File: src/tdm_timing_defines.svh
`ifndef TDM_TIMING_DEFINES_SVH
`define TDM_TIMING_DEFINES_SVH

// register offsets (word addresses on the plain port)
`define ADDR_CONTROL 8'h00
`define ADDR_LOCAL_DELAY_BASE 8'h10
`define ADDR_BACKPLANE_DELAY_BASE 8'h18
`define ADDR_LOA_BASE 8'h20
`define ADDR_BOA_BASE 8'h28
`define ADDR_STATUS 8'h30

// control register field positions
`define CTRL_DISC_EN_BIT 0
`define CTRL_DISC_MODE_LSB 1
`define CTRL_SAMPLE_MODE_BIT 4
`define CTRL_STANDBY_BIT 5

// reset values
`define CTRL_RESET 16'h0000
`define DELAY_RESET 5'h00
`define ADV_RESET 2'h0

// discriminator mode codes
`define DISC_MODE_LOW 3'h0
`define DISC_MODE_FULL 3'h7

// sampling point code for 3/4 bit (default)
`define SAMPLE_3Q 2'h0

// quarter-bit ticks per bit
`define QUARTERS_PER_BIT 4

`endif

File: src/tdm_timing_pkg.sv
package tdm_timing_pkg;

  // effective discriminator behaviour
  typedef enum logic [2:0] {
    DISC_OFF = 3'b001,
    DISC_LOW_ONLY = 3'b010,
    DISC_FULL = 3'b100
  } disc_state_t;

  // per-stream timing settings carried between modules
  typedef struct packed {
    logic [4:0] delay;
    logic [1:0] advance;
  } stream_cfg_t;

endpackage

File: src/stream_timing_if.sv
`timescale 1ns/1ps
// shadow settings for one port of eight streams, applied at frame edge
interface stream_timing_if;
  logic frame_edge;
  tdm_timing_pkg::stream_cfg_t shadow [8];
  tdm_timing_pkg::stream_cfg_t active [8];
  modport owner (output frame_edge, output shadow, input active);
  modport holder (input frame_edge, input shadow, output active);
endinterface

File: src/tdm_port_timing.sv
`timescale 1ns/1ps
`include "tdm_timing_defines.svh"

// Notes on behaviour
// - discriminator off after reset, enable bit controls
// - mode 000 low jitter, 111 full
// - mode field ignored while enable low
// - default sampling point three quarters bit
// - per-stream input delay in quarter bits
// - sample mode low: field is quarter delay
// - sample mode high: low bits pick point
// - sample mode high: upper bits whole-bit delay
// - outputs advanced zero to three core cycles
// - mode select low: always driven bi-state
// - mode select high: disabled channel high-Z
// - mode selects captured during reset
// - enable priority reset, drive, standby, channel
module tdm_port_timing (
  // clock and reset
  input wire logic i_ref_clk,
  input wire logic i_reset,
  // register port
  input wire logic [7:0] i_addr,
  input wire logic [15:0] i_wdata,
  input wire logic i_wr,
  input wire logic i_rd,
  output logic [15:0] o_rdata,
  // frame and pins (asynchronous)
  input wire logic i_master_frame_pulse,
  input wire logic i_output_drive_input,
  input wire logic i_local_output_mode_select,
  input wire logic i_backplane_output_mode_select,
  // per-channel enables from the connection memories
  input wire logic [7:0] i_local_channel_output_enable,
  input wire logic [7:0] i_backplane_channel_output_enable,
  // discriminator control
  output logic o_disc_active,
  output logic o_disc_high_freq,
  // per-stream input timing, packed 8 x 3 bits / 8 x 2 bits
  output logic [23:0] o_local_whole_delay,
  output logic [15:0] o_local_quarter_delay,
  output logic [23:0] o_backplane_whole_delay,
  output logic [15:0] o_backplane_quarter_delay,
  // per-stream output advance in core cycles
  output logic [15:0] o_local_advance,
  output logic [15:0] o_backplane_advance,
  // output enables: low while driving; level when not driving
  output logic [7:0] o_local_output_streams_oe_n,
  output logic [7:0] o_local_force_high,
  output logic [7:0] o_backplane_output_streams_oe_n,
  output logic [7:0] o_backplane_force_high
);

  ////////////////////////////////////////////////////////////////////////
  // declarations
  logic [15:0] control_reg; // control register
  logic [4:0] local_input_delay_reg [8]; // local input delay shadow
  logic [4:0] backplane_input_delay_reg [8]; // backplane delay shadow
  logic [1:0] local_output_advance_reg [8]; // local advance shadow
  logic [1:0] backplane_output_advance_reg [8]; // backplane advance shadow
  logic [15:0] rdata_next; // read mux result
  logic fp_meta_reg; // frame pulse sync stage 1
  logic fp_sync_reg; // frame pulse sync stage 2
  logic fp_prev_reg; // for edge detect
  logic drive_meta_reg; // drive-input sync stage 1
  logic drive_sync_reg; // drive-input sync stage 2
  logic lms_meta_reg; // local mode select sync
  logic lms_sync_reg;
  logic bms_meta_reg; // backplane mode select sync
  logic bms_sync_reg;
  logic local_tristate_mode_reg; // captured local mode select
  logic backplane_tristate_mode_reg; // captured backplane mode select
  logic frame_edge; // one-cycle frame boundary
  tdm_timing_pkg::disc_state_t disc_state;
  stream_timing_if lcfg ();
  stream_timing_if bcfg ();

  ////////////////////////////////////////////////////////////////////////
  // functions

  // true delay in quarter bits from a field and the sample mode
  function automatic logic [4:0] quarter_total(input logic [4:0] f,
                                               input logic smode);
    logic [4:0] q;
    q = 5'h00;
    if (!smode) begin
      q = f;
    end else begin
      q = {f[4:2], 2'h0};
    end
    return q;
  endfunction

  // sampling point code; in fractional mode the default 3/4 point is held
  function automatic logic [1:0] sample_point(input logic [4:0] f,
                                              input logic smode);
    return smode ? f[1:0] : `SAMPLE_3Q;
  endfunction

  // whole-bit part of a delay field; a function result cannot be
  // part-selected directly, so the slice is taken here
  function automatic logic [2:0] whole_bits(input logic [4:0] f,
                                            input logic smode);
    logic [4:0] q;
    q = quarter_total(f, smode);
    return q[4:2];
  endfunction

  // output enable per stream: high = drive data; a low channel enable
  // idles the stream in both port modes, only the idle level differs
  function automatic logic drive_ok(input logic drv, input logic stby,
                                    input logic ch_en);
    return drv & stby & ch_en;
  endfunction

  ////////////////////////////////////////////////////////////////////////
  // synchronisers for asynchronous pins
  always_ff @(posedge i_ref_clk) begin
    fp_meta_reg <= i_master_frame_pulse;
    fp_sync_reg <= fp_meta_reg;
    drive_meta_reg <= i_output_drive_input;
    drive_sync_reg <= drive_meta_reg;
    lms_meta_reg <= i_local_output_mode_select;
    lms_sync_reg <= lms_meta_reg;
    bms_meta_reg <= i_backplane_output_mode_select;
    bms_sync_reg <= bms_meta_reg;
  end

  // frame edge detect on synchronised pulse
  always_ff @(posedge i_ref_clk) begin
    if (i_reset) begin
      fp_prev_reg <= 1'b0;
    end else begin
      fp_prev_reg <= fp_sync_reg;
    end
  end
  assign frame_edge = fp_sync_reg & ~fp_prev_reg;

  ////////////////////////////////////////////////////////////////////////
  // output mode selects captured only while reset is held; the pins are
  // expected to be strapped, so later changes are deliberately ignored
  always_ff @(posedge i_ref_clk) begin
    if (i_reset) begin
      local_tristate_mode_reg <= lms_sync_reg;
      backplane_tristate_mode_reg <= bms_sync_reg;
    end
  end

  ////////////////////////////////////////////////////////////////////////
  // register writes
  always_ff @(posedge i_ref_clk) begin
    if (i_reset) begin
      control_reg <= `CTRL_RESET;
      for (int i = 0; i < 8; i++) begin
        local_input_delay_reg[i] <= `DELAY_RESET;
        backplane_input_delay_reg[i] <= `DELAY_RESET;
        local_output_advance_reg[i] <= `ADV_RESET;
        backplane_output_advance_reg[i] <= `ADV_RESET;
      end
    end else if (i_wr) begin
      if (i_addr == `ADDR_CONTROL) begin
        control_reg <= {10'h000, i_wdata[5:0]};
      end
      for (int i = 0; i < 8; i++) begin
        if (i_addr == `ADDR_LOCAL_DELAY_BASE + 8'(i)) begin
          local_input_delay_reg[i] <= i_wdata[4:0];
        end
        if (i_addr == `ADDR_BACKPLANE_DELAY_BASE + 8'(i)) begin
          backplane_input_delay_reg[i] <= i_wdata[4:0];
        end
        if (i_addr == `ADDR_LOA_BASE + 8'(i)) begin
          local_output_advance_reg[i] <= i_wdata[1:0];
        end
        if (i_addr == `ADDR_BOA_BASE + 8'(i)) begin
          backplane_output_advance_reg[i] <= i_wdata[1:0];
        end
      end
    end
  end

  ////////////////////////////////////////////////////////////////////////
  // read mux; unmapped addresses read zero
  always_comb begin
    rdata_next = 16'h0000;
    if (i_addr == `ADDR_CONTROL) begin
      rdata_next = control_reg;
    end
    if (i_addr == `ADDR_STATUS) begin
      rdata_next = {10'h000, disc_state, local_tristate_mode_reg,
                    backplane_tristate_mode_reg, drive_sync_reg};
    end
    for (int i = 0; i < 8; i++) begin
      if (i_addr == `ADDR_LOCAL_DELAY_BASE + 8'(i)) begin
        rdata_next = {11'h000, local_input_delay_reg[i]};
      end
      if (i_addr == `ADDR_BACKPLANE_DELAY_BASE + 8'(i)) begin
        rdata_next = {11'h000, backplane_input_delay_reg[i]};
      end
      if (i_addr == `ADDR_LOA_BASE + 8'(i)) begin
        rdata_next = {14'h0, local_output_advance_reg[i]};
      end
      if (i_addr == `ADDR_BOA_BASE + 8'(i)) begin
        rdata_next = {14'h0, backplane_output_advance_reg[i]};
      end
    end
  end

  // read data stands one cycle after the strobe only
  always_ff @(posedge i_ref_clk) begin
    if (i_reset) begin
      o_rdata <= 16'h0000;
    end else if (i_rd) begin
      o_rdata <= rdata_next;
    end else begin
      o_rdata <= 16'h0000;
    end
  end

  ////////////////////////////////////////////////////////////////////////
  // discriminator mode decode
  always_comb begin
    if (!control_reg[`CTRL_DISC_EN_BIT]) begin
      disc_state = tdm_timing_pkg::DISC_OFF;
    end else if (control_reg[`CTRL_DISC_MODE_LSB +: 3] ==
                 `DISC_MODE_FULL) begin
      disc_state = tdm_timing_pkg::DISC_FULL;
    end else begin
      // reserved codes behave as the low-frequency setting
      disc_state = tdm_timing_pkg::DISC_LOW_ONLY;
    end
  end

  always_ff @(posedge i_ref_clk) begin
    if (i_reset) begin
      o_disc_active <= 1'b0;
      o_disc_high_freq <= 1'b0;
    end else begin
      unique case (disc_state)
        tdm_timing_pkg::DISC_OFF: begin
          o_disc_active <= 1'b0;
          o_disc_high_freq <= 1'b0;
        end
        tdm_timing_pkg::DISC_LOW_ONLY: begin
          o_disc_active <= 1'b1;
          o_disc_high_freq <= 1'b0;
        end
        tdm_timing_pkg::DISC_FULL: begin
          o_disc_active <= 1'b1;
          o_disc_high_freq <= 1'b1;
        end
      endcase
    end
  end

  ////////////////////////////////////////////////////////////////////////
  // shadow settings to frame-aligned holders
  always_comb begin
    lcfg.frame_edge = frame_edge;
    bcfg.frame_edge = frame_edge;
    for (int i = 0; i < 8; i++) begin
      lcfg.shadow[i].delay = local_input_delay_reg[i];
      lcfg.shadow[i].advance = local_output_advance_reg[i];
      bcfg.shadow[i].delay = backplane_input_delay_reg[i];
      bcfg.shadow[i].advance = backplane_output_advance_reg[i];
    end
  end

  frame_cfg_latch u_local_latch (
    .i_ref_clk(i_ref_clk),
    .i_reset(i_reset),
    .cfg(lcfg.holder)
  );

  frame_cfg_latch u_backplane_latch (
    .i_ref_clk(i_ref_clk),
    .i_reset(i_reset),
    .cfg(bcfg.holder)
  );

  ////////////////////////////////////////////////////////////////////////
  // per-stream timing outputs from active settings
  always_ff @(posedge i_ref_clk) begin
    if (i_reset) begin
      o_local_whole_delay <= 24'h000000;
      o_local_quarter_delay <= 16'h0000;
      o_backplane_whole_delay <= 24'h000000;
      o_backplane_quarter_delay <= 16'h0000;
      o_local_advance <= 16'h0000;
      o_backplane_advance <= 16'h0000;
    end else begin
      for (int i = 0; i < 8; i++) begin
        // whole bits and leftover quarter/sample code per stream
        o_local_whole_delay[i*3 +: 3] <=
          whole_bits(lcfg.active[i].delay,
                     control_reg[`CTRL_SAMPLE_MODE_BIT]);
        o_local_quarter_delay[i*2 +: 2] <=
          control_reg[`CTRL_SAMPLE_MODE_BIT] ?
          sample_point(lcfg.active[i].delay, 1'b1) :
          lcfg.active[i].delay[1:0];
        o_backplane_whole_delay[i*3 +: 3] <=
          whole_bits(bcfg.active[i].delay,
                     control_reg[`CTRL_SAMPLE_MODE_BIT]);
        o_backplane_quarter_delay[i*2 +: 2] <=
          control_reg[`CTRL_SAMPLE_MODE_BIT] ?
          sample_point(bcfg.active[i].delay, 1'b1) :
          bcfg.active[i].delay[1:0];
        o_local_advance[i*2 +: 2] <= lcfg.active[i].advance;
        o_backplane_advance[i*2 +: 2] <= bcfg.active[i].advance;
      end
    end
  end

  ////////////////////////////////////////////////////////////////////////
  // output enable priority; reset wins over everything
  always_ff @(posedge i_ref_clk) begin
    if (i_reset) begin
      // during reset use the live synchronised selects
      o_local_output_streams_oe_n <= {8{lms_sync_reg}};
      o_local_force_high <= {8{~lms_sync_reg}};
      o_backplane_output_streams_oe_n <= {8{bms_sync_reg}};
      o_backplane_force_high <= {8{~bms_sync_reg}};
    end else begin
      for (int i = 0; i < 8; i++) begin
        if (drive_ok(drive_sync_reg, control_reg[`CTRL_STANDBY_BIT],
                     i_local_channel_output_enable[i])) begin
          o_local_output_streams_oe_n[i] <= 1'b0;
          o_local_force_high[i] <= 1'b0;
        end else begin
          o_local_output_streams_oe_n[i] <= local_tristate_mode_reg;
          o_local_force_high[i] <= ~local_tristate_mode_reg;
        end
        if (drive_ok(drive_sync_reg, control_reg[`CTRL_STANDBY_BIT],
                     i_backplane_channel_output_enable[i])) begin
          o_backplane_output_streams_oe_n[i] <= 1'b0;
          o_backplane_force_high[i] <= 1'b0;
        end else begin
          o_backplane_output_streams_oe_n[i] <= backplane_tristate_mode_reg;
          o_backplane_force_high[i] <= ~backplane_tristate_mode_reg;
        end
      end
    end
  end

endmodule

File: src/frame_cfg_latch.sv
`timescale 1ns/1ps
`include "tdm_timing_defines.svh"

// holds working copies of the stream settings; updates only at a frame
// edge so no frame is ever partly shifted
module frame_cfg_latch (
  // clock and reset
  input wire logic i_ref_clk,
  input wire logic i_reset,
  // settings
  stream_timing_if.holder cfg
);

  ////////////////////////////////////////////////////////////////////////
  // copy shadow to active on frame boundary
  always_ff @(posedge i_ref_clk) begin
    if (i_reset) begin
      for (int i = 0; i < 8; i++) begin
        cfg.active[i].delay <= `DELAY_RESET;
        cfg.active[i].advance <= `ADV_RESET;
      end
    end else if (cfg.frame_edge) begin
      cfg.active <= cfg.shadow;
    end
  end

endmodule

File: config.mk
export PLATFORM = sky130hd
export DESIGN_NAME = tdm_port_timing
export DESIGN_NICKNAME = d
export VERILOG_FILES = /design/src/tdm_timing_pkg.sv /design/src/stream_timing_if.sv /design/src/tdm_port_timing.sv /design/src/frame_cfg_latch.sv
export VERILOG_INCLUDE_DIRS = /design/src /design/src/src
export SDC_FILE = /design/constraint.sdc
export NUM_CORES = 1
export LEC_CHECK = 0
export ABC_CLOCK_PERIOD_IN_PS = 2300
export BUFFER_PORTS_ARGS = -buffer_cell sky130_fd_sc_hd__buf_2
export CORE_MARGIN = 2
export CORE_UTILIZATION = 57
export DETAILED_ROUTE_END_ITERATION = 7
export PLACE_DENSITY = 0.79
export SKIP_CTS_REPAIR_TIMING = 1
export SYNTH_ARGS = -nofsm -noshare
export SYNTH_HDL_FRONTEND = slang
export SYNTH_HIERARCHICAL = 1
export SYNTH_SLANG_ARGS = --single-unit
File: constraint.sdc
create_clock -name i_ref_clk -period 2.3 [get_ports i_ref_clk]
set_input_delay 0.115 -clock i_ref_clk [delete_from_list [all_inputs] [get_ports i_ref_clk]]
set_output_delay 0.115 -clock i_ref_clk [all_outputs]
set_load 0.02 [all_outputs]
==> impl_summary.txt, run 1 <==
----------------------------------------------------
[Outcome]
  Run status ... complete, but fails checks
  Failing checks ... hold timing

[Floorplanning]
  Site row count ... 58
  Top-level port count ... between 200 and 250
  Chip height ... roughly 160 um
  Area inside the core boundary ... 25300 sq um
  Initial Utilization ... 0.584
  Floorplan die width ... 165 um
  Die Outline Area ... 27200 sq um

[Logic synthesis]
  Post-Syn Area ... between 10000 and 15000 sq um
  Post-synth ARST share ... 0
  Fraction of post-synthesis cell area in the top cell type by area ... 0.379
  Mux share of post-synthesis cell area ... 0.0836
  Parity-gate share of the synthesized area counting xor and xnor cells ... 0
  Yosys cell types ... 74
  Number of cells produced by synthesis ... between 1000 and 1500
  Avg Cell Area, Syn ... approximately 11 sq um
  Post-synthesis sequential area ratio ... 0.611
  Library cell with the largest summed area after synthesis ... sky130_fd_sc_hd__dfxtp_1
  Dominant register cell in the synthesized netlist ... sky130_fd_sc_hd__dfxtp_1
  Fraction of the mapped netlist area in compound gates ... 0.0866
  Synth Register Bits ... 393
  Fraction of the mapped netlist area in adder cells ... 0
  Largest cells by area after synthesis ... sky130_fd_sc_hd__dfxtp_1 38%, sky130_fd_sc_hd__edfxtp_1 23%, sky130_fd_sc_hd__mux2i_1 8.3%
  Ys Warns ... 6
  Post-synth EDFFs ... around 110
  Simple-gate area share of the yosys netlist ... 0.177
  Main combinational cell family by area after synthesis ... simple AND/OR/NAND/NOR gates
  List of most frequent post-synthesis cells ... 279 x sky130_fd_sc_hd__dfxtp_1, 236 x sky130_fd_sc_hd__nor2_1, 123 x sky130_fd_sc_hd__nor2b_1, 122 x sky130_fd_sc_hd__mux2i_1, 114 x sky130_fd_sc_hd__edfxtp_1
  Most used standard cell by instance count after synthesis ... sky130_fd_sc_hd__dfxtp_1

[Route]
  Vias after detailed routing ... approximately 11000
  Router iterations before antenna repair ... 6
  DRC violation count after routing ... 0
  Total detailed-routing wirelength ... around 42 mm
  Violation count after the first detailed-route iteration ... ~1100
  Average wire per cell in the routed design ... 21.0 um
  Via density per instance ... 5.60
  Final antenna-violating net count ... 0

[GRT]
  Total track usage ... 0.300
  Pin count of the biggest net entering global routing ... around 160
  Number of global-route vias before repair ... approximately 11000
  Overall overflow remaining after global route ... 0
  First-pass GRT wire length ... around 61 mm
  Antenna violations before repair ... 0

[Placed design]
  Half-perimeter wire length after placement ... about 30 mm
  Placed Instances ... between 1500 and 2000
  Total cell area at the placement stage ... about 17000 sq um
  Final weighted congestion in routability-driven placement ... 0.997
  Buffers added on ports ... 189

[Timing]
  Fin Setup TNS ... 0 ns
  RSZ-0062 raised after global routing ... no
  Max-slew violation count ... 0
  Final number of hold-violating endpoints ... 2
  Slew @ Worst Pin ... between 0.7 and 0.8 ns
  FMAX ... roughly 530 MHz
  Number of setup violations in the final report ... 0
  Min Clock Period, post-route ... 1.88 ns
  Final-layout worst hold slack ... -0.0185 ns
  Period utilisation layout ... 0.817
  Relative slew margins ... 0.490
  Clock tree skew after final layout ... 0.0172 ns

[Power]
  Largest vdd supply drop ... 724 uV
  Cell area power density ... between 800 and 900 nW/um^2
  Reported leakage power ... between 7 and 8 nW

[Setup path]
  Arrival time worst endpoint ... 2.29 ns
  WS Path Type ... flip-flop to flip-flop
  Critical-path cell list ... a22oi_1, o31ai_1, a221oi_1, nand4_1, a211oi_1, nor4_2
  Slowest-stage cell, CP ... sky130_fd_sc_hd__edfxtp_1
  Worst-path fanout max ... 2
  Slowest cell delay on critical path ... 0.46 ns
  Combined buffer and inverter count along the critical path ... 0
  Kind of cell adding the most delay to the critical path ... compound AO/OA/AOI/OAI gates
  CP Launch Type ... flip-flop
  CP Data Required Time ... between 2 and 3 ns
  Crit end category ... flip-flop

[Clock network]
  TritonCTS buffer count ... 39
  Clk Latency, worst-skew pair ... around 0.53 ns
  Number of sinks handled by clock tree synthesis ... slightly below 400
  CTS tree ... built
  Max Buffers Root-to-Sink ... 3
  CTS HTree Levels ... 2
  Clock root buffer master ... sky130_fd_sc_hd__clkbuf_16
  Clock slew seen by the registers of the worst setup and hold paths ... 0.07 ns

[Cells and area]
  Final-stage net count ... about 1700
  Fin area ... around 18000 sq um
  Largest registers ... u_backplane_latch/cfg.active x56, u_local_latch/cfg.active x56
  Antenna diode count ... 0
  Share of post-route cells with drive strength above 1 ... 0.248
  Area growth, synth to finish ... 23.6%
  Finished Layout Cells ... 1986

[Min path]
  Worst min path class ... input pin to flip-flop

[Job]
  Max capacitance violation total ... 0

----------------------------------------------------
layout by cell type, fill, tap and decap left out, types with 5 or more instances in the layout:
cell type	synthesis	layout
sky130_fd_sc_hd__a31oi_1	5	5
sky130_fd_sc_hd__inv_1	7	7
sky130_fd_sc_hd__buf_12	8	6
sky130_fd_sc_hd__a21oi_1	21	21
sky130_fd_sc_hd__clkinv_2	0	8
sky130_fd_sc_hd__nor2b_1	123	122
sky130_fd_sc_hd__buf_2	9	188
sky130_fd_sc_hd__o211ai_1	8	8
sky130_fd_sc_hd__o21a_1	5	5
sky130_fd_sc_hd__clkbuf_16	0	43
sky130_fd_sc_hd__a221oi_1	6	6
sky130_fd_sc_hd__nor2_1	236	236
sky130_fd_sc_hd__edfxtp_1	114	114
sky130_fd_sc_hd__clkbuf_8	0	5
sky130_fd_sc_hd__nand2_1	43	43
sky130_fd_sc_hd__clkbuf_1	47	8
sky130_fd_sc_hd__and3_1	21	21
sky130_fd_sc_hd__a32oi_1	5	5
sky130_fd_sc_hd__nand3_1	27	27
sky130_fd_sc_hd__mux2i_1	122	122
sky130_fd_sc_hd__dfxtp_1	279	279
sky130_fd_sc_hd__conb_1	1	10
sky130_fd_sc_hd__nor3_1	6	6
sky130_fd_sc_hd__nand2b_1	27	27
sky130_fd_sc_hd__a21o_1	9	9
sky130_fd_sc_hd__a22oi_1	5	5
sky130_fd_sc_hd__o22ai_1	10	10
sky130_fd_sc_hd__buf_4	14	127
sky130_fd_sc_hd__o21ai_0	60	60
sky130_fd_sc_hd__a31o_2	9	9
sky130_fd_sc_hd__dlygate4sd3_1	0	26
routing by layer:
layer  track usage  share of wire
met4         0.113          0.040
met2         0.482           0.46
met1         0.405           0.41
met3        0.0580          0.088
met5             0              0
power by group:
group / internal, mW / switching (mW) / total, mW
clock: 3.87 / 2.58 / 6.44
sequential: 7.51 / 0.239 / 7.75
combinational: 0.501 / 0.775 / 1.28
total: 11.9 / 3.59 / 15.5
layout make-up:
type / count / area [sq um]
well taps: 330 / 413
flip-flops and latches: 393 / 9010
clock inverters: 14 / 154
multi-input cells: 839 / 5170
repair buffers: 348 / 2290
fillers: 1746 / 7030
inverters: 7 / 26.3
clock buffers: 55 / 1160
through the flow:
stage                     setup WS [ns]  utilization  total power [mW]
after floorplan                   0.435            -              8.59
after global placement           0.0251        0.659              9.06
after detailed placement        -0.0236        0.659              9.10
after CTS                         0.463        0.711              15.5
after global routing              0.300        0.722              15.9
final                             0.421        0.722              15.5
worst paths after layout:
kind | slack, ns | start | to | depth (start not counted)
worst max register to register | 0.42 | local_output_advance_reg[0][6] | o_rdata[0] | 6
worst min-delay path | -0.02 | i_local_channel_output_enable[6] | o_local_force_high[6] | 3
worst max-delay path | 0.42 | local_output_advance_reg[0][6] | o_rdata[0] | 6
worst min register to register | 0.33 | lms_meta_reg | lms_sync_reg | 0
worst register-to-register path, delay by kind of cell (launching register included):
| family | cells | cell delay, ns |
|---|---|---|
| AO/OA/AOI/OAI | 4 | 1.01 |
| AND/OR/NAND/NOR | 2 | 0.29 |
| flip-flops | 1 | 0.46 |
cell families after synthesis:
logic type	after synthesis
AOI/OAI and AO/OA	188
buffers and inverters	102
DFF	393
muxes	123
other	1
and+or+nand+nor	518
(Power assumes the default switching activity.)
==> run 2: changes to the inputs <==
ABC_CLOCK_PERIOD_IN_PS = 1600   (was 2300)
CORE_UTILIZATION = 51   (was 57)
PLACE_DENSITY = 0.75   (was 0.79)
clock period = 1.6 ns   (was 2.3 ns; I/O delays follow)
==> run 2 against run 1 <==
  * The flow finishes with violations (setup timing)
  * Register-to-register slack lost 0.51 ns
  * Sequential share of layout area is 3.0 points lower
  * First-iteration DRC count about the same
  * Worst setup slack worse by 0.51 ns
  * Die area up 11%
  * Critical endpoint unchanged
  * Largest power group unchanged
  * Highest routed layer is now met5
==> impl_summary.txt, run 2 (synthesis gave the netlist of run 1 again) <==
----------------------------------------------------
[Timing]
  Final number of hold-violating endpoints ... 0 (was 2)
  Min Clock Period, post-route ... 1.68 ns (was 1.88 ns)
  RSZ-0062 raised after global routing ... yes (was no)
  Slew @ Worst Pin ... 0.846 ns (was 0.764 ns)
  Setup WS post-layout ... -0.0848 ns (was 0.421 ns)
  Fin Setup TNS ... -0.0882 ns (was 0 ns)
  Clock tree skew after final layout ... 0.0156 ns (was 0.0172 ns)
  Period utilisation layout ... 1.05 (was 0.817)
  Relative slew margins ... 0.436 (was 0.490)
  Number of setup violations in the final report ... 3 (was 0)
  FMAX ... 594 MHz (was 532 MHz)
  Max-slew violation count ... 0 (unchanged)

[Cells and area]
  Final-stage net count ... 1783 (was 1676)
  Share of post-route cells with drive strength above 1 ... 0.315 (was 0.248)
  Register area ... 9010 sq um (about the same)
  Multi-input combinational cell area ... 5390 sq um (was 5170 sq um)
  Largest registers ... u_backplane_latch/cfg.active x56, u_local_latch/cfg.active x56 (unchanged)
  Most frequent standard cell in the layout excluding fill and tap cells ... sky130_fd_sc_hd__dfxtp_1 (unchanged)
  Commonest cells after routing, fill and taps aside ... 277 x sky130_fd_sc_hd__dfxtp_1, 231 x sky130_fd_sc_hd__nor2_1, 229 x sky130_fd_sc_hd__buf_4 (was 279 x sky130_fd_sc_hd__dfxtp_1, 236 x sky130_fd_sc_hd__nor2_1, 188 x sky130_fd_sc_hd__buf_2)
  Number of fill cells ... 2187 (was 1746)
  Area growth, synth to finish ... 31.5% (was 23.6%)

[Route]
  Violation count after the first detailed-route iteration ... 1063 (was 1062)
  Wl on met1 ... 17.7 mm (was 17.0 mm)
  Via density per instance ... 5.36 (was 5.60)
  Routed length on met3 ... 3.36 mm (was 3.65 mm)
  DRC violation count after routing ... 0 (unchanged)
  Top layer reached by signal wires ... met5 (was met4)
  Final antenna-violating net count ... 0 (unchanged)
  Vias after detailed routing ... 11522 (was 11122)
  Met2 routed WL ... 20.6 mm (was 19.4 mm)
  Router iterations before antenna repair ... 5 (was 6)
  Average wire per cell in the routed design ... 20.0 um (was 21.0 um)
  Total detailed-routing wirelength ... 43.1 mm (was 41.7 mm)

[Setup path]
  Critical-path cell list ... a22o_1, a221oi_4, o41ai_2, buf_4, a31oi_1, nor4_2 (was a22oi_1, o31ai_1, a221oi_1, nand4_1, a211oi_1, nor4_2)
  CP Data Required Time ... 2.01 ns (was 2.71 ns)
  Combined buffer and inverter count along the critical path ... 1 (was 0)
  Arrival time worst endpoint ... 2.10 ns (was 2.29 ns)
  Kind of cell adding the most delay to the critical path ... compound AO/OA/AOI/OAI gates (unchanged)
  Worst-path fanout max ... 2 (unchanged)
  WS Path Type ... flip-flop to flip-flop (unchanged)
  Slowest cell delay on critical path ... 0.47 ns (was 0.46 ns)
  Crit end category ... flip-flop (unchanged)
  Slowest-stage cell, CP ... sky130_fd_sc_hd__edfxtp_1 (unchanged)
  CP Launch Type ... flip-flop (unchanged)

[Placed design]
  Buffers added on ports ... 189 (unchanged)
  Post-Place Worst Slack ... -0.547 ns (was -0.0236 ns)
  Half-perimeter wire length after placement ... 31.3 mm (was 29.5 mm)
  Final weighted congestion in routability-driven placement ... 1.01 (was 0.997)

[GRT]
  Number of global-route vias before repair ... 11188 (was 10722)
  Overall overflow remaining after global route ... 0 (unchanged)
  Total track usage ... 0.274 (was 0.300)
  First-pass GRT wire length ... 63.9 mm (was 61.4 mm)
  Pin count of the biggest net entering global routing ... 157 (was 162)
  Antenna violations before repair ... 2 (was 0)

[Floorplanning]
  Top-level port count ... 210 (unchanged)
  Floorplan die width ... 174 um (was 165 um)
  Area inside the core boundary ... 28500 sq um (was 25300 sq um)
  Site row count ... 62 (was 58)
  Initial Utilization ... 0.516 (was 0.584)
  Chip height ... 174 um (was 165 um)
  Die Outline Area ... 30300 sq um (was 27200 sq um)

[Clock network]
  TritonCTS buffer count ... 39 (unchanged)
  CTS HTree Levels ... 2 (unchanged)
  Clock root buffer master ... sky130_fd_sc_hd__clkbuf_16 (unchanged)
  Number of sinks handled by clock tree synthesis ... 393 (unchanged)
  Clk Latency, worst-skew pair ... 0.54 ns (was 0.53 ns)
  CTS tree ... built (unchanged)
  Clock slew seen by the registers of the worst setup and hold paths ... 0.06 ns (was 0.07 ns)
  Max Buffers Root-to-Sink ... 3 (unchanged)

[Power]
  Cell area power density ... 1160 nW/um^2 (was 849 nW/um^2)
  Reported leakage power ... 8.42 nW (was 7.83 nW)
  Largest vdd supply drop ... 1020 uV (was 724 uV)
  Power, Total ... 22.4 mW (was 15.5 mW)

[Min path]
  Worst min path class ... input pin to flip-flop (unchanged)

[Outcome]
  Run status ... complete, but fails checks (unchanged)
  Failing checks ... setup timing (was hold timing)

[Job]
  Max capacitance violation total ... 0 (unchanged)

----------------------------------------------------
run 2: worst paths after layout:
check                         startpoint           to  slack, ns  cells past startpoint
max reg2reg  local_input_delay_reg[1][0]   o_rdata[0]      -0.08                      6
max          local_input_delay_reg[1][0]   o_rdata[0]      -0.08                      6
min reg2reg                  fp_meta_reg  fp_sync_reg       0.33                      0
min                              i_reset   o_rdata[0]       0.03                      4
run 2: where the power goes:
part	switching, mW	internal (mW)	total (mW)
clock network	3.76	5.51	9.27
registers	0.318	10.8	11.1
logic	1.18	0.862	2.04
run 2: worst reg2reg max path, stage by stage (launching register included):
cell                       delay, ns
sky130_fd_sc_hd__edfxtp_1       0.47
sky130_fd_sc_hd__a22o_1         0.28
sky130_fd_sc_hd__a221oi_4       0.29
sky130_fd_sc_hd__o41ai_2        0.12
sky130_fd_sc_hd__buf_4          0.16
sky130_fd_sc_hd__a31oi_1        0.18
sky130_fd_sc_hd__nor4_2         0.07
run 2: area by class of cell:
cell class              instances  area share
flip-flops and latches        393       0.465
multi-input cells             839       0.278
inverters                       7     0.00135
well taps                     384      0.0248
clock inverters                11     0.00548
diodes                          1    0.000129
clock buffers                  61      0.0636
repair buffers                455       0.162
run 2: stage by stage:
stage	hold WS (ns)	instances	utilization	cell area (sq um)
global placement	0.184	2047	0.617	17600
global route	0.0214	2150	0.679	19400
detailed placement	0.184	2047	0.617	17600
CTS	-0.363	2119	0.664	19000
finish	0.0261	2151	0.679	19400
floorplan	0.108	1334	-	14900
run 2: per-layer routing:
layer,up-vias,global-route usage
met2,519,0.461
li1,5429,-
met3,91,0.0523
met1,5481,0.362
met4,2,0.0809
met5,-,0
==> run 3: changes to the inputs <==
==> constraint.sdc (replaced) <==
create_clock -name i_ref_clk -period 1.6 [get_ports i_ref_clk]
set_input_delay 0.16 -clock i_ref_clk [delete_from_list [all_inputs] [get_ports i_ref_clk]]
set_output_delay 0.16 -clock i_ref_clk [all_outputs]
set_load 0.02 [all_outputs]
==> run 3 against run 2 <==
  * The run still ends with setup timing left
  * Via count down 0.26%
  * Global-route usage increased by 0.34 points
  * Critical path depth unchanged
  * Sequential cell count is the same
  * Fmax decreased by 3.8%
  * First-iteration DRC count shrank 2.4%
  * Clock skew rose by 0.0076 ns
  * Final cell count fell by 0.14%
  * Total power increased by 2.3%
  * Design area is 0.81% higher
  * Largest cell class unchanged
==> impl_summary.txt, run 3 (synthesis gave the netlist of run 1 again) <==
----------------------------------------------------
[Power]
  Reported leakage power ... 8.51 nW (was 8.42 nW)
  Cell-internal power ... 17.6 mW (was 17.2 mW)
  Flop pwr share ... 0.484 (was 0.495)
  Power, Total ... 22.9 mW (was 22.4 mW)
  Fraction of power consumed by the clock network ... 0.427 (was 0.414)
  Largest vdd supply drop ... 1180 uV (was 1020 uV)
  Net switching power ... 5.35 mW (was 5.26 mW)
  Combinational share of power ... 0.090 (was 0.091)
  Sw frac ... 0.233 (was 0.235)
  Cell area power density ... 1170 nW/um^2 (was 1160 nW/um^2)

[Route]
  DRC violation count after routing ... 0 (unchanged)
  Met2 routed WL ... 20.2 mm (was 20.6 mm)
  Vias after detailed routing ... 11492 (was 11522)
  Routed length on met3 ... 3.88 mm (was 3.36 mm)
  Average wire per cell in the routed design ... 20.2 um (was 20.0 um)
  Router iterations before antenna repair ... 6 (was 5)
  Violation count after the first detailed-route iteration ... 1038 (was 1063)
  Total detailed-routing wirelength ... 43.5 mm (was 43.1 mm)
  Wl on met1 ... 17.8 mm (was 17.7 mm)
  Final antenna-violating net count ... 0 (unchanged)
  Via density per instance ... 5.35 (was 5.36)
  Top layer reached by signal wires ... met5 (unchanged)

[Setup path]
  Slowest cell delay on critical path ... 0.42 ns (was 0.47 ns)
  CP Data Required Time ... 2.01 ns (about the same)
  CP Launch Type ... flip-flop (unchanged)
  Crit end category ... flip-flop (unchanged)
  Reg2reg start ... local_output_advance_reg[0][1] (was local_input_delay_reg[1][0])
  Slowest-stage cell, CP ... sky130_fd_sc_hd__edfxtp_1 (unchanged)
  R2r worst-path depth ... 6 (unchanged)
  Arrival time worst endpoint ... 2.16 ns (was 2.10 ns)
  Critical-path cell list ... a22o_1, a32oi_1, nand4_1, a211o_1, a21oi_2, o31ai_1 (was a22o_1, a221oi_4, o41ai_2, buf_4, a31oi_1, nor4_2)
  Start point of the critical path ... local_output_advance_reg[0][1] (was local_input_delay_reg[1][0])
  Worst-path fanout max ... 2 (unchanged)
  WS Path Type ... flip-flop to flip-flop (unchanged)

[Floorplanning]
  Top-level port count ... 210 (unchanged)
  Area inside the core boundary ... 28500 sq um (unchanged)
  Die Outline Area ... 30300 sq um (unchanged)
  Chip height ... 174 um (unchanged)
  Initial Utilization ... 0.516 (unchanged)
  Site row count ... 62 (unchanged)
  Floorplan die width ... 174 um (unchanged)

[Timing]
  Period utilisation layout ... 1.09 (was 1.05)
  Final number of hold-violating endpoints ... 0 (unchanged)
  Relative slew margins ... 0.536 (was 0.436)
  RSZ-0062 raised after global routing ... yes (unchanged)
  Max-slew violation count ... 0 (unchanged)
  Number of setup violations in the final report ... 5 (was 3)
  FMAX ... 571 MHz (was 594 MHz)
  Clock tree skew after final layout ... 0.0232 ns (was 0.0156 ns)
  Setup WS post-layout ... -0.151 ns (was -0.0848 ns)
  Slew @ Worst Pin ... 0.697 ns (was 0.846 ns)
  Min Clock Period, post-route ... 1.75 ns (was 1.68 ns)

[Cells and area]
  Number of fill cells ... 2177 (was 2187)
  Share of post-route cells with drive strength above 1 ... 0.321 (was 0.315)
  Most frequent standard cell in the layout excluding fill and tap cells ... sky130_fd_sc_hd__dfxtp_1 (unchanged)
  Commonest cells after routing, fill and taps aside ... 278 x sky130_fd_sc_hd__dfxtp_1, 229 x sky130_fd_sc_hd__nor2_1, 220 x sky130_fd_sc_hd__buf_4 (was 277 x sky130_fd_sc_hd__dfxtp_1, 231 x sky130_fd_sc_hd__nor2_1, 229 x sky130_fd_sc_hd__buf_4)
  Fin area ... 19600 sq um (was 19400 sq um)
  Final-stage net count ... 1780 (was 1783)
  Antenna diode count ... 0 (was 1)
  Area growth, synth to finish ... 32.6% (was 31.5%)
  Largest registers ... u_backplane_latch/cfg.active x56, u_local_latch/cfg.active x56 (unchanged)

[Placed design]
  Buffers added on ports ... 189 (unchanged)
  Total cell area at the placement stage ... 17500 sq um (was 17600 sq um)
  Half-perimeter wire length after placement ... 31.5 mm (was 31.3 mm)
  Final weighted congestion in routability-driven placement ... 1.00 (was 1.01)

[Clock network]
  TritonCTS buffer count ... 40 (was 39)
  CTS HTree Levels ... 2 (unchanged)
  Clk Latency, worst-skew pair ... 0.53 ns (was 0.54 ns)
  Clock root buffer master ... sky130_fd_sc_hd__clkbuf_16 (unchanged)
  Clock slew seen by the registers of the worst setup and hold paths ... 0.07 ns (was 0.06 ns)
  CTS tree ... built (unchanged)
  Max Buffers Root-to-Sink ... 3 (unchanged)
  Number of sinks handled by clock tree synthesis ... 393 (unchanged)

[Outcome]
  Failing checks ... setup timing (unchanged)
  Run status ... complete, but fails checks (unchanged)

[GRT]
  First-pass GRT wire length ... 64.5 mm (was 63.9 mm)
  Total track usage ... 0.278 (was 0.274)
  Number of global-route vias before repair ... 11179 (was 11188)
  Pin count of the biggest net entering global routing ... 150 (was 157)
  Overall overflow remaining after global route ... 0 (unchanged)
  Antenna violations before repair ... 2 (unchanged)

[Job]
  Max capacitance violation total ... 0 (unchanged)

[Min path]
  Worst Hold Path Cells ... 3 (was 4)
  Hold wc startpoint ... i_local_channel_output_enable[7] (was i_reset)
  Worst min path class ... input pin to flip-flop (unchanged)

----------------------------------------------------
-- run 3: changes by cell type in the layout (fill, tap and decap cells not counted), moves of 4 or more --
cell and delta:
sky130_fd_sc_hd__clkbuf_1 -4, sky130_fd_sc_hd__nor2_4 +4, sky130_fd_sc_hd__buf_2 -4, sky130_fd_sc_hd__buf_4 -9
sky130_fd_sc_hd__buf_12 +4, sky130_fd_sc_hd__nand3_2 +5, sky130_fd_sc_hd__buf_6 +11, sky130_fd_sc_hd__dlygate4sd3_1 -8
-- run 3: metrics by stage --
| stage | util | setup WS [ns] | hold WS [ns] | std cells | setup TNS, ns |
|---|---|---|---|---|---|
| after detailed placement | 0.614 | -0.739 | 0.264 | 2032 | -67.64 |
| after global placement | 0.614 | -0.706 | 0.265 | 2032 | -66.32 |
| after floorplan | - | -0.224 | 0.188 | 1334 | -8.41 |
| after global routing | 0.685 | -0.166 | -0.00386 | 2148 | -0.660 |
| final | 0.685 | -0.151 | 0.0000811 | 2148 | -0.277 |
| after CTS | 0.664 | -0.244 | -0.283 | 2106 | -0.593 |
-- run 3: routing by layer --
layer	global-route usage	vias to the layer above
met5	0	-
met4	0.107	2
met3	0.0704	98
met2	0.443	526
met1	0.366	5454
li1	-	5412
-- run 3: final timing paths --
| path | endpoint | slack, ns |
|---|---|---|
| hold / removal | o_local_output_streams_oe_n[7] | 0.00008 |
| setup reg to reg | o_rdata[1] | -0.15 |
| hold reg to reg | drive_sync_reg | 0.32 |
| setup / recovery | o_rdata[1] | -0.15 |
-- run 3: power groups by stage --
stage	Combinational [mW]	Clock, mW	Sequential [mW]
floorplan	0.978	0	11.4
CTS	1.94	9.94	11.1
global route	2.19	10.4	11.1
finish	2.05	9.79	11.1
detailed placement	1.93	0	11.3
global placement	1.91	0	11.3
-- run 3: cell type report --
type / count / area [sq um] / area share
Inverter: 7 / 26.3 / 0.00134
Timing Repair Buffer: 451 / 3200 / 0.164
Clock inverter: 19 / 219 / 0.0112
Tap cell: 384 / 480 / 0.0246
Clock buffer: 55 / 1200 / 0.0615
Sequential cell: 393 / 9010 / 0.461
Multi-Input combinational cell: 839 / 5410 / 0.277
-- run 3: worst max-delay path: cells and delay by family (launching register included) --
family	cells	cell delay, ns
AOI/OAI and AO/OA	5	1.06
DFF	1	0.42
and+or+nand+nor	1	0.14
